[src/rtl/dcp_pkg.sv]
// Shared constants and types for the DRAM channel pin and addressing block.
package dcp_pkg;
    // Bus and array geometry.
    localparam int CA_W      = 6;
    localparam int DQ_W      = 16;
    localparam int LANES     = 2;
    localparam int BYTE_W    = 8;
    localparam int BANK_W    = 3;
    localparam int ROW_W     = 14;
    localparam int COL_W     = 10;
    localparam int COL_ZERO  = 2;
    localparam int PREFETCH  = 256;
    localparam int BEATS     = PREFETCH / DQ_W;
    localparam int MASK_W    = BEATS * LANES;
    localparam int BEAT_W    = 5;

    // Command word: four command bus samples, first sample in the top bits.
    localparam int WORD_W    = 4 * CA_W;
    localparam int HOLD_W    = 3 * CA_W;
    localparam int OP_LSB    = 22;
    localparam int BANK_LSB  = 19;
    localparam int ROW_LSB   = 5;
    localparam int COLHI_LSB = 11;
    localparam logic [1:0] SLOT_LAST = 2'h3;
    localparam logic [1:0] OP_NOP    = 2'h0;
    localparam logic [1:0] OP_ACT    = 2'h1;
    localparam logic [1:0] OP_RD     = 2'h2;
    localparam logic [1:0] OP_WR     = 2'h3;

    // Termination configuration fields.
    localparam int CFG_W       = 8;
    localparam int TERM_CA_LSB = 4;
    localparam int TERM_CA_W   = 3;
    localparam int EXT_CK_BIT  = 3;
    localparam int EXT_CS_BIT  = 4;

    // Timing: one data beat is half a link clock period.
    localparam int MCLK_NS  = 20;
    localparam int BEAT_NS  = 80;
    localparam int BEAT_CYC = (BEAT_NS + MCLK_NS - 1) / MCLK_NS;
    localparam int TICK_W   = 3;
    localparam logic [TICK_W-1:0] BEAT_TOP = TICK_W'(BEAT_CYC - 1);
    localparam logic [TICK_W-1:0] TICK_RST = 3'h0;

    typedef enum logic [1:0] {
        ST_IDLE,
        ST_RD_LOAD,
        ST_RD_BURST,
        ST_WR_CAPT
    } dcp_state_type;
endpackage

[src/rtl/dcp_byte_lane.sv]
// One byte lane: read-side inversion encoding and write-side unmask or decode.
`timescale 1ns/10ps
module dcp_byte_lane (
    input  wire logic [7:0] i_rd_raw,
    input  wire logic       i_inv_en,
    input  wire logic       i_mask_mode,
    input  wire logic [7:0] i_wr_pin,
    input  wire logic       i_wr_flag,
    output logic      [7:0] o_rd_pin,
    output logic            o_rd_flag,
    output logic      [7:0] o_wr_byte,
    output logic            o_wr_mask
);
    logic [3:0] ones;

    always_comb begin
        ones = 4'h0;
        for (int b = 0; b < 8; b++) begin
            ones = ones + {3'h0, i_rd_raw[b]};
        end
        // Inverting a byte with more than four ones keeps at most four of its lines high.
        o_rd_flag = i_inv_en && !i_mask_mode && (ones > 4'h4);
        o_rd_pin  = i_rd_raw ^ {8{o_rd_flag}};
        if (i_mask_mode) begin
            o_wr_byte = i_wr_pin;
            o_wr_mask = i_wr_flag;
        end else begin
            o_wr_byte = i_wr_pin ^ {8{i_inv_en && i_wr_flag}};
            o_wr_mask = 1'b0;
        end
    end
endmodule // dcp_byte_lane

[src/rtl/dcp_channel.sv]
// Pin-side logic of one DRAM channel: command capture, read bursts and write capture.
`timescale 1ns/10ps
module dcp_channel (
    input  wire logic                                  i_mclk,
    input  wire logic                                  i_sys_rst,
    input  wire logic                                  i_reset_pin_n,
    input  wire logic                                  i_clock_true,
    input  wire logic                                  i_clock_complement,
    input  wire logic                                  i_clock_gate,
    input  wire logic                                  i_chip_select,
    input  wire logic [dcp_pkg::CA_W-1:0]              i_command_address_bus,
    input  wire logic                                  i_cmd_termination_pin,
    input  wire logic                                  i_scan_enable,
    input  wire logic [dcp_pkg::CFG_W-1:0]             i_termination_mode_cfg,
    input  wire logic [dcp_pkg::CFG_W-1:0]             i_termination_mode_cfg_ext,
    input  wire logic                                  i_inversion_en,
    input  wire logic                                  i_mask_mode,
    input  wire logic [dcp_pkg::PREFETCH-1:0]          i_array_rd_data,
    input  wire logic [dcp_pkg::DQ_W-1:0]              i_dq,
    output logic      [dcp_pkg::DQ_W-1:0]              o_dq,
    output logic                                       o_dq_oe,
    input  wire logic [dcp_pkg::LANES-1:0]             i_dqs_t,
    input  wire logic [dcp_pkg::LANES-1:0]             i_dqs_c,
    output logic      [dcp_pkg::LANES-1:0]             o_dqs_t,
    output logic      [dcp_pkg::LANES-1:0]             o_dqs_c,
    output logic                                       o_dqs_oe,
    input  wire logic [dcp_pkg::LANES-1:0]             i_mask_invert_line,
    output logic      [dcp_pkg::LANES-1:0]             o_mask_invert_line,
    output logic                                       o_mask_invert_oe,
    output logic                                       o_cmd_valid,
    output logic      [1:0]                            o_cmd_op,
    output logic      [dcp_pkg::BANK_W-1:0]            o_bank_select_bits,
    output logic      [dcp_pkg::ROW_W-1:0]             o_row_select_bits,
    output logic      [dcp_pkg::COL_W-1:0]             o_column_select_bits,
    output logic                                       o_wr_valid,
    output logic      [dcp_pkg::PREFETCH-1:0]          o_wr_data,
    output logic      [dcp_pkg::MASK_W-1:0]            o_wr_mask,
    output logic      [dcp_pkg::TERM_CA_W-1:0]         o_ca_term_code,
    output logic                                       o_cs_term_en,
    output logic                                       o_ck_term_en,
    output logic                                       o_scan_active
);
    typedef struct packed {
        logic                                 ckt_s1;
        logic                                 ckt_s2;
        logic                                 ckt_p;
        logic                                 ckc_s1;
        logic                                 ckc_s2;
        logic                                 cke_s1;
        logic                                 cke_s2;
        logic                                 cs_s1;
        logic                                 cs_s2;
        logic [dcp_pkg::CA_W-1:0]             ca_s1;
        logic [dcp_pkg::CA_W-1:0]             ca_s2;
        logic                                 rstn_s1;
        logic                                 rstn_s2;
        logic                                 scan_s1;
        logic                                 scan_s2;
        logic [dcp_pkg::LANES-1:0]            dqs_s1;
        logic [dcp_pkg::LANES-1:0]            dqs_s2;
        logic [dcp_pkg::LANES-1:0]            dqs_p;
        logic [dcp_pkg::DQ_W-1:0]             dq_s1;
        logic [dcp_pkg::DQ_W-1:0]             dq_s2;
        logic [dcp_pkg::LANES-1:0]            mli_s1;
        logic [dcp_pkg::LANES-1:0]            mli_s2;
        dcp_pkg::dcp_state_type               state;
        logic                                 collecting;
        logic [1:0]                           slot_cnt;
        logic [dcp_pkg::HOLD_W-1:0]           cmd_word;
        logic                                 cmd_valid;
        logic [1:0]                           cmd_op;
        logic [dcp_pkg::BANK_W-1:0]           bank;
        logic [dcp_pkg::ROW_W-1:0]            row;
        logic [dcp_pkg::COL_W-1:0]            col;
        logic [dcp_pkg::PREFETCH-1:0]         rd_buf;
        logic [dcp_pkg::BEAT_W-1:0]           beat;
        logic [dcp_pkg::TICK_W-1:0]           tick;
        logic [dcp_pkg::DQ_W-1:0]             dq_out;
        logic                                 dq_oe;
        logic [dcp_pkg::LANES-1:0]            dqs_t_out;
        logic [dcp_pkg::LANES-1:0]            dqs_c_out;
        logic                                 dqs_oe;
        logic [dcp_pkg::LANES-1:0]            mli_out;
        logic                                 mli_oe;
        logic [dcp_pkg::LANES-1:0][dcp_pkg::BEAT_W-1:0] wr_cnt;
        logic [dcp_pkg::PREFETCH-1:0]         wr_data;
        logic [dcp_pkg::MASK_W-1:0]           wr_mask;
        logic                                 wr_valid;
        logic [dcp_pkg::TERM_CA_W-1:0]        term_ca;
        logic                                 term_cs;
        logic                                 term_ck;
    } dcp_chan_type;

    dcp_chan_type q;
    dcp_chan_type d;

    logic [dcp_pkg::DQ_W-1:0]   rd_raw;
    logic [dcp_pkg::DQ_W-1:0]   rd_enc;
    logic [dcp_pkg::LANES-1:0]  rd_flag;
    logic [dcp_pkg::DQ_W-1:0]   wr_dec;
    logic [dcp_pkg::LANES-1:0]  wr_msk;
    logic [dcp_pkg::WORD_W-1:0] word;
    logic                       link_edge;

    // Each lane is encoded and decoded on its own, so lanes never share a flag.
    assign rd_raw = q.rd_buf[{q.beat[3:0], 4'h0} +: dcp_pkg::DQ_W];
    for (genvar l = 0; l < dcp_pkg::LANES; l++) begin : g_lane
        dcp_byte_lane u_lane (
            .i_rd_raw    (rd_raw[l*8 +: 8]),
            .i_inv_en    (i_inversion_en),
            .i_mask_mode (i_mask_mode),
            .i_wr_pin    (q.dq_s2[l*8 +: 8]),
            .i_wr_flag   (q.mli_s2[l]),
            .o_rd_pin    (rd_enc[l*8 +: 8]),
            .o_rd_flag   (rd_flag[l]),
            .o_wr_byte   (wr_dec[l*8 +: 8]),
            .o_wr_mask   (wr_msk[l])
        );
    end

    // Sampling the differential pair avoids false edges while only one leg has moved.
    assign link_edge = q.ckt_s2 && !q.ckt_p && !q.ckc_s2;
    assign word      = {q.cmd_word, q.ca_s2};

    always_comb begin
        logic [7:0] widx;
        widx = 8'h00;
        d = q;
        d.ckt_s1  = i_clock_true;
        d.ckt_s2  = q.ckt_s1;
        d.ckt_p   = q.ckt_s2;
        d.ckc_s1  = i_clock_complement;
        d.ckc_s2  = q.ckc_s1;
        d.cke_s1  = i_clock_gate;
        d.cke_s2  = q.cke_s1;
        d.cs_s1   = i_chip_select;
        d.cs_s2   = q.cs_s1;
        d.ca_s1   = i_command_address_bus;
        d.ca_s2   = q.ca_s1;
        d.rstn_s1 = i_reset_pin_n;
        d.rstn_s2 = q.rstn_s1;
        d.scan_s1 = i_scan_enable;
        d.scan_s2 = q.scan_s1;
        d.dqs_s1  = i_dqs_t;
        d.dqs_s2  = q.dqs_s1;
        d.dqs_p   = q.dqs_s2;
        d.dq_s1   = i_dq;
        d.dq_s2   = q.dq_s1;
        d.mli_s1  = i_mask_invert_line;
        d.mli_s2  = q.mli_s1;
        // The termination pin is never read; only the two configs steer it.
        d.term_ca = i_termination_mode_cfg[dcp_pkg::TERM_CA_LSB +: dcp_pkg::TERM_CA_W];
        d.term_cs = i_termination_mode_cfg_ext[dcp_pkg::EXT_CS_BIT];
        d.term_ck = i_termination_mode_cfg_ext[dcp_pkg::EXT_CK_BIT];
        d.cmd_valid = 1'b0;
        d.wr_valid  = 1'b0;

        // Command capture: a chip-select sample opens four command bus samples.
        if (link_edge && q.cke_s2) begin
            if (!q.collecting) begin
                if (q.cs_s2) begin
                    d.collecting = 1'b1;
                    d.slot_cnt   = 2'h1;
                    d.cmd_word   = {q.cmd_word[dcp_pkg::HOLD_W-dcp_pkg::CA_W-1:0], q.ca_s2};
                end
            end else if (q.slot_cnt != dcp_pkg::SLOT_LAST) begin
                d.slot_cnt = q.slot_cnt + 2'h1;
                d.cmd_word = {q.cmd_word[dcp_pkg::HOLD_W-dcp_pkg::CA_W-1:0], q.ca_s2};
            end else begin
                d.collecting = 1'b0;
                d.slot_cnt   = 2'h0;
                d.cmd_op     = word[dcp_pkg::OP_LSB +: 2];
                d.cmd_valid  = (d.cmd_op != dcp_pkg::OP_NOP);
                d.bank       = word[dcp_pkg::BANK_LSB +: dcp_pkg::BANK_W];
                if (d.cmd_op == dcp_pkg::OP_ACT) begin
                    d.row = word[dcp_pkg::ROW_LSB +: dcp_pkg::ROW_W];
                end else if (d.cmd_valid) begin
                    // The two low column bits are not carried, so bursts start aligned.
                    d.col = {word[dcp_pkg::COLHI_LSB +: dcp_pkg::COL_W-dcp_pkg::COL_ZERO],
                             dcp_pkg::COL_ZERO'(0)};
                    if (q.state == dcp_pkg::ST_IDLE && d.cmd_op == dcp_pkg::OP_RD) begin
                        d.state = dcp_pkg::ST_RD_LOAD;
                    end else if (q.state == dcp_pkg::ST_IDLE) begin
                        d.state  = dcp_pkg::ST_WR_CAPT;
                        d.wr_cnt = '0;
                    end
                end
            end
        end

        case (q.state)
            dcp_pkg::ST_IDLE: begin
                d.dq_oe  = 1'b0;
                d.dqs_oe = 1'b0;
                d.mli_oe = 1'b0;
            end
            dcp_pkg::ST_RD_LOAD: begin
                d.rd_buf = i_array_rd_data;
                d.beat   = 5'h00;
                d.tick   = dcp_pkg::TICK_RST;
                d.state  = dcp_pkg::ST_RD_BURST;
            end
            dcp_pkg::ST_RD_BURST: begin
                if (q.tick != dcp_pkg::TICK_RST) begin
                    d.tick = q.tick - 3'h1;
                end else if (q.beat == 5'(dcp_pkg::BEATS)) begin
                    d.state  = dcp_pkg::ST_IDLE;
                    d.dq_oe  = 1'b0;
                    d.dqs_oe = 1'b0;
                    d.mli_oe = 1'b0;
                end else begin
                    // Strobe and data change on the same edge: edge aligned.
                    d.dq_out    = rd_enc;
                    d.mli_out   = rd_flag;
                    d.dqs_t_out = {dcp_pkg::LANES{~q.beat[0]}};
                    d.dqs_c_out = {dcp_pkg::LANES{q.beat[0]}};
                    d.dq_oe     = 1'b1;
                    d.dqs_oe    = 1'b1;
                    d.mli_oe    = 1'b1;
                    d.tick      = dcp_pkg::BEAT_TOP;
                    d.beat      = q.beat + 5'h01;
                end
            end
            dcp_pkg::ST_WR_CAPT: begin
                // Each lane counts beats on its own strobe; the controller drives them.
                for (int l = 0; l < dcp_pkg::LANES; l++) begin
                    if (q.dqs_s2[l] != q.dqs_p[l] && q.wr_cnt[l] != 5'(dcp_pkg::BEATS)) begin
                        widx = {q.wr_cnt[l][3:0], l[0], 3'h0};
                        d.wr_data[widx +: 8] = wr_dec[l*8 +: 8];
                        d.wr_mask[widx[7:3]] = wr_msk[l];
                        d.wr_cnt[l] = q.wr_cnt[l] + 5'h01;
                    end
                end
                if (q.wr_cnt[0] == 5'(dcp_pkg::BEATS) && q.wr_cnt[1] == 5'(dcp_pkg::BEATS)) begin
                    d.wr_valid = 1'b1;
                    d.state    = dcp_pkg::ST_IDLE;
                end
            end
            default: begin
                d.state = dcp_pkg::ST_IDLE;
            end
        endcase

        // A low clock gate stops capture and turns the drivers off at once.
        if (!q.cke_s2) begin
            d.collecting = 1'b0;
            d.slot_cnt   = 2'h0;
            d.state      = dcp_pkg::ST_IDLE;
            d.dq_oe      = 1'b0;
            d.dqs_oe     = 1'b0;
            d.mli_oe     = 1'b0;
        end
        // The die reset pin clears capture, state, drivers and beat counters but keeps addresses and data.
        if (!q.rstn_s2) begin
            d.collecting = 1'b0;
            d.slot_cnt   = 2'h0;
            d.state      = dcp_pkg::ST_IDLE;
            d.dq_oe      = 1'b0;
            d.dqs_oe     = 1'b0;
            d.mli_oe     = 1'b0;
            d.cmd_valid  = 1'b0;
            d.wr_valid   = 1'b0;
            d.wr_cnt     = '0;
            d.beat       = 5'h00;
            d.tick       = dcp_pkg::TICK_RST;
        end
    end

    always_ff @(posedge i_mclk) begin
        if (i_sys_rst) begin
            q <= '0;
        end else begin
            q <= d;
        end
    end

    assign o_dq                 = q.dq_out;
    assign o_dq_oe              = q.dq_oe;
    assign o_dqs_t              = q.dqs_t_out;
    assign o_dqs_c              = q.dqs_c_out;
    assign o_dqs_oe             = q.dqs_oe;
    assign o_mask_invert_line   = q.mli_out;
    assign o_mask_invert_oe     = q.mli_oe;
    assign o_cmd_valid          = q.cmd_valid;
    assign o_cmd_op             = q.cmd_op;
    assign o_bank_select_bits   = q.bank;
    assign o_row_select_bits    = q.row;
    assign o_column_select_bits = q.col;
    assign o_wr_valid           = q.wr_valid;
    assign o_wr_data            = q.wr_data;
    assign o_wr_mask            = q.wr_mask;
    assign o_ca_term_code       = q.term_ca;
    assign o_cs_term_en         = q.term_cs;
    assign o_ck_term_en         = q.term_ck;
    assign o_scan_active        = q.scan_s2;

    logic beat_start;
    assign beat_start = q.dq_oe && (q.tick == dcp_pkg::BEAT_TOP);
endmodule // dcp_channel

[config.mk]
export PLATFORM = sky130hd
export DESIGN_NAME = dcp_channel
export DESIGN_NICKNAME = d
export VERILOG_FILES = /design/src/rtl/dcp_pkg.sv /design/src/rtl/dcp_byte_lane.sv /design/src/rtl/dcp_channel.sv
export SDC_FILE = /design/constraint.sdc
export NUM_CORES = 1
export LEC_CHECK = 0
export BUFFER_PORTS_ARGS = -buffer_cell sky130_fd_sc_hd__clkbuf_2
export CORE_MARGIN = 2
export CORE_UTILIZATION = 35
export DETAILED_ROUTE_END_ITERATION = 10
export GPL_TIMING_DRIVEN = 0
export PLACE_DENSITY = 0.66
export SETUP_SLACK_MARGIN = 0.02
export SLEW_MARGIN = 10
export SYNTH_ARGS = -nofsm -noshare
export SYNTH_HDL_FRONTEND = slang
export SYNTH_SLANG_ARGS = --single-unit
[constraint.sdc]
create_clock -name i_mclk -period 6.4 [get_ports i_mclk]
set_input_delay 0.32 -clock i_mclk [delete_from_list [all_inputs] [get_ports i_mclk]]
set_output_delay 0.32 -clock i_mclk [all_outputs]
set_load 0.02 [all_outputs]
---- After elaboration in Yosys (flattened, before gate mapping) ----
Cells that the tools add are included.
cells by class
  reductions and logical operators ........ 36
  shifts and indexed selects .............. 5
  add/sub/neg operators ................... 21
  magnitude comparators ................... 6
  mux-type cells .......................... 56
  multiply operators ...................... 0
  equality and inequality tests ........... 17
  bitwise operators ....................... 14
  divide/modulo/power cells ............... 0
operators with widths
  operator                                                                  number
  293-bit 2-to-1 mux                                                        2
  256-bit bitwise mux                                                       2
  8-bit by 10-bit variable shift with 256-bit output, first input constant  2
  8-bit by 10-bit indexed part select with 256-bit output                   2
  299-bit 2-to-1 mux                                                        1
  288-bit 2-to-1 mux                                                        1
  256-bit by 9-bit indexed part select with 16-bit output                   1
  10-bit 2-to-1 mux                                                         9
  32-bit bitwise mux                                                        2
  30-bit 2-to-1 mux                                                         2
  53-bit 2-to-1 mux                                                         1
  4-bit by 1-bit adder with 4-bit output                                    12
  21-bit 2-to-1 mux                                                         2
  8-bit bitwise XOR                                                         4
  24-bit 2-to-1 mux                                                         1
  2-bit 2-to-1 mux                                                          10
  8-bit negator with 10-bit output                                          2
  18-bit 2-to-1 mux                                                         1
  8-bit 2-to-1 mux                                                          2
  8-bit case mux with 2 select lines                                        1
  5-bit by 1-bit adder with 5-bit output, second input constant             3
  5-bit == test, second input constant                                      3
  1-bit logical AND                                                         14
  14-bit 2-to-1 mux                                                         1
  other kinds (33)                                                          74
word-level totals
  output and inout port bits .............. 350
  latch bits .............................. 0
  memories ................................ 0
  input port bits ......................... 311
  bits in writable memories ............... 0
  ROM bits ................................ 0
  bits in registers ....................... 709
  word-level logic and storage cells ...... 204

---- Longest topological paths before layout ----
  depth in word-level cells ............... 14
  mapped depth ............................ 18

---- Hierarchy ----
From an unflattened synthesis, not the netlist that was laid out.
second synthesis, totals
  cell total of the unflattened synthesis .. 3489
  area, all modules ....................... 31348.8 um^2
by module, submodules not included
  module         seq. area each (um^2)  instances  area an instance (um^2)  cells each
  dcp_channel    14153.6                1          30603.1                  3401
  dcp_byte_lane  0.0                    2          372.9                    44

---- Least setup slack after synthesis ----
Ideal clock, no wire load.
  kind .................................... reg-to-reg
  from .................................... reg q[332] (netlist name)
  to ...................................... reg q, in the netlist o_dq[0]
  setup slack ............................. 1.102 ns
  buffers on the path ..................... 3
  arrival time ............................ 5.220 ns
  library setup time ...................... 0.078 ns
  cell stages (with the launch flop) ...... 19
  data required time ...................... 6.322 ns
  clock period less this slack ............ 5.298 ns
  cells stage by stage .................... dfxtp_1 clkbuf_1 buf_2 buf_2 mux4_2 a22oi_1 nand2_1 ha_1 fa_1 inv_1 fa_1 inv_1 fa_1 fa_1 or2_2 and3_1 o211ai_1 mux2i_1 nor3_1
between the ends
  cells in the longest elaborated chain, start to end .. 11
  elaborated cells between the ends (all ways) .. 14
  classes of those cells .................. add/sub: 7; order compare: 1; eq/ne: 1; shift: 1; bitwise: 2; reduce/logical: 2
RTL lines
  item                                                      line                 source
  start: declaration                                        dcp_channel.sv:94    dcp_chan_type q;
  start signal: assignment                                  dcp_channel.sv:271   q <= '0;
  start signal: assignment                                  dcp_channel.sv:273   q <= d;
  256-bit by 9-bit indexed part select with 16-bit output   dcp_channel.sv:106   assign rd_raw = q.rd_buf[{q.beat[3:0], 4'h0} +: dcp_pkg::DQ_W];
  1-bit by 1-bit adder with 2-bit output                    dcp_byte_lane.sv:19  ones = ones + {3'h0, i_rd_raw[b]};
  4-bit by 1-bit adder with 4-bit output (6 in series)      dcp_byte_lane.sv:19
  4-bit by 3-bit greater-than comparator with 1-bit output  dcp_byte_lane.sv:22  o_rd_flag = i_inv_en && !i_mask_mode && (ones > 4'h4);
  1-bit logical AND                                         dcp_byte_lane.sv:22
  8-bit bitwise XOR                                         dcp_byte_lane.sv:23  o_rd_pin = i_rd_raw ^ {8{o_rd_flag}};
Several ways; a longest one is shown, not always the timed one.
A chain may end at the register's enable or synchronous reset.

---- Final worst setup path ----
  from .................................... reg q[334] (netlist name)
  to ...................................... reg q, in the netlist o_mask_invert_line[0]
between the ends
  cells in the longest elaborated chain, start to end .. 10
  elaborated cells between the ends (all ways) .. 13
  classes of those cells .................. add/sub: 7; order compare: 1; eq/ne: 1; shift: 1; bitwise: 1; reduce/logical: 2
RTL lines
  item                                                      line
  256-bit by 9-bit indexed part select with 16-bit output   dcp_channel.sv:106
  1-bit by 1-bit adder with 2-bit output                    dcp_byte_lane.sv:19
  4-bit by 1-bit adder with 4-bit output (6 in series)      dcp_byte_lane.sv:19
  4-bit by 3-bit greater-than comparator with 1-bit output  dcp_byte_lane.sv:22
  1-bit logical AND                                         dcp_byte_lane.sv:22
Several ways; a longest one is shown, not always the timed one.

==> flow_metrics.tcl <==
set metrics [dict create \
    async_reset_ff_frac 0 \
    detailed_place_hpwl_um 81600 \
    syn_area_per_cell_um2 8.67 \
    critPathRequiredTime_ns 6.86 \
    fin_crit_ns 6.11 \
    fmax_mhz 164 \
    p_seq_frac 0.467 \
    ys_warn_count 0 \
    drt_pass1_iterations 6 \
    fin_area_um2 40200 \
    drt-total-wl_um 112000 \
    cts_max_level 3 \
    cp_max_fo 10 \
    synth_cell_type_count 53 \
    root_buffer "clkbuf_16" \
    grt_pass1_vias 27100 \
    cts_tree "done" \
    synth-seq-cells 707 \
    dieArea_um2 87900 \
    clockBufferDepth 3 \
    setup_tns_ns 0 \
    io_pins 661 \
    crit_path_end_kind "flip-flop" \
    switchingPower_w 0.00218 \
    first_iter_violations 1837 \
    p_per_area_nw_per_um2 236 \
    portBuffers 643 \
    clkPwrFrac 0.486 \
    viasPerCell 4.96 \
    netlist_area_um2 29900 \
    start_util 0.352 \
    path_clk_slew_ns 0.06 \
    p_comb_frac 0.047 \
    finalHoldViolCount 0 \
    post-route-drc-count 0 \
    finalCritPeriodShare 0.955 \
    fp.dieW_um 296 \
    crit_arrival_ns 6.57 \
    clock_skew_ns 0.0327 \
    syn2layout_area_growth_pct 34.2 \
    clock_latency_ns 0.63 \
    swShare 0.229 \
    synth.area.top_cells "dfxtp_1 47%, nand2_1 9.8%, buf_4 8.7%" \
    finalMaxSlewViolations 0 \
    wl_per_cell_um 19.7 \
    rsz0062_at_grt "false" \
    cap_violations 0 \
    worst_pin_slew_ns 1.24 \
    antenna_found_initial 8 \
    yosysSeqAreaShare 0.473 \
    synth.top_cell.area_share 0.473 \
    drive_above_1_share 0.268 \
    syn_inst 3450 \
    numCtsBuffers 78 \
    nets 4808 \
    synth_edf_count 0 \
    die_h_um 296 \
    post_dp_cell_area_um2 34600 \
    vias 28100 \
    std_cell_rows 107 \
    p_leak_nw 17.0 \
    setup.worst_path.class "reg2reg" \
    status "completed" \
    gr-usage-all-layers 0.245 \
    clock-sinks 707 \
    grt_start_max_net_pins 14 \
    place.gp.congestion 0.903 \
    synth.most_common_cell "nand2_1" \
    core_area_um2 85000 \
    internal-power_w 0.00731 \
    grt_pass1_wl_um 163000 \
    relSlewSlack 0.168 \
    synth_top_flop_cell "dfxtp_1" \
    antenna_left 0 \
    vdd_drop_max_v 0.000165 \
    yosysTopAreaCell "dfxtp_1" \
    holdCritPathClass "in2reg" \
    grt.overflow.total 0 \
    setup_viol 0 \
    netlist_top_cells_count "780 x nand2_1, 707 x dfxtp_1, 410 x a21oi_1, 346 x buf_4, 324 x nor2_1" \
    start_kind "flip-flop" \
]
-- what timing repair did --
item,CTS,global route
setup endpoints to repair,0,9
setup buffers,0,2
resized for setup,0,1
hold buffers,291,0
hold endpoints to repair,291,0
-- worst max-delay path: stages (launching register included) --
cell      delay (ns)
dfxtp_1         0.30
clkbuf_1        0.32
buf_2           0.43
clkbuf_1        0.64
mux4_2          0.47
a22oi_1         0.21
nand2_1         0.16
ha_1            0.32
fa_1            0.48
inv_1           0.04
fa_1            0.47
inv_1           0.05
fa_1            0.41
fa_1            0.51
or2_2           0.32
and3_1          0.19
o211ai_1        0.26
buf_4           0.20
buf_4           0.12
a21oi_1         0.05
-- per-layer routing --
layer / vias up / GRT usage / routed length, µm
li1: 13200 / - / -
met1: 13300 / 0.301 / 44500
met2: 1329 / 0.411 / 53100
met3: 353 / 0.0439 / 8050
met4: 4 / 0.130 / 6210
met5: - / 0 / 19
-- kinds of logic (layout without fill, tap and decap cells) --
group,after synthesis,after routing,share of synthesized area
other cells,1,6,0.000125
compound gates,556,556,0.105
buf+inv,589,1666,0.119
simple gates,1332,1332,0.185
fa+ha+maj,29,29,0.0141
mux,202,202,0.0943
flops,707,707,0.473
xor+xnor,34,34,0.00995
-- per-stage QoR --
step / hold WS [ns] / cells / total power [W] / util / worst slack [ns]
final: 0.0474 / 5676 / 0.00949 / 0.473 / 0.285
after floorplan: 0.414 / 3451 / 0.00463 / - / 1.10
after global placement: 0.418 / 5238 / 0.00482 / 0.407 / 0.114
after global routing: 0.00520 / 5676 / 0.00976 / 0.473 / 0.0329
after detailed placement: 0.422 / 5238 / 0.00482 / 0.407 / 0.0423
after CTS: 0.00542 / 5669 / 0.00955 / 0.472 / 0.0225
-- path summary, 6_finish.rpt --
check	start	end	slack, ns	cells after the start
hold reg to reg	d[652]	q[652]	0.43	1
setup reg to reg	q[334]	o_mask_invert_line[0]	0.29	19
setup / recovery	q[334]	o_mask_invert_line[0]	0.29	19
hold / removal	i_array_rd_data[64]	q[401]	0.05	3
-- cell type report --
type	count	area, µm²
Buffer	567	3480
Multi-Input combinational cell	2155	12200
Antenna cell	4	10.0
Tap cell	1144	1430
Clock buffer	105	2180
Clock inverter	35	453
Inverter	22	82.6
Fill cell	8005	44800
Timing Repair Buffer	937	6150
Sequential cell	707	14200
-- placed cells by master (no fill, tap or decap), drive strengths merged, types with 8 or more instances in the layout --
cell / Yosys / layout
nand4: 12 / 12
a22oi: 26 / 26
xnor2: 15 / 15
nor2b: 84 / 84
mux2i: 138 / 138
o21ai: 9 / 9
mux4: 64 / 64
nand2: 780 / 780
nor2: 324 / 324
nor3: 38 / 38
dfxtp: 707 / 707
inv: 22 / 27
dlygate4sd3: 0 / 291
clkbuf: 184 / 933
a211oi: 87 / 87
clkinv: 0 / 20
fa: 8 / 8
ha: 21 / 21
nand3: 39 / 39
or3: 10 / 10
a21oi: 410 / 410
xor2: 19 / 19
buf: 383 / 385
a22o: 8 / 8
nand2b: 8 / 8
-- power groups by stage --
stage / clock [W] / sequential (W) / combinational (W)
2_1_floorplan: 0 / 0.00453 / 0.000105
3_3_place_gp: 0 / 0.00453 / 0.000296
3_5_place_dp: 0 / 0.00453 / 0.000294
4_1_cts: 0.00468 / 0.00443 / 0.000435
5_1_grt: 0.00486 / 0.00443 / 0.000473
6_report: 0.00461 / 0.00443 / 0.000448
No activity file was read; power rests on OpenSTA's default activity.
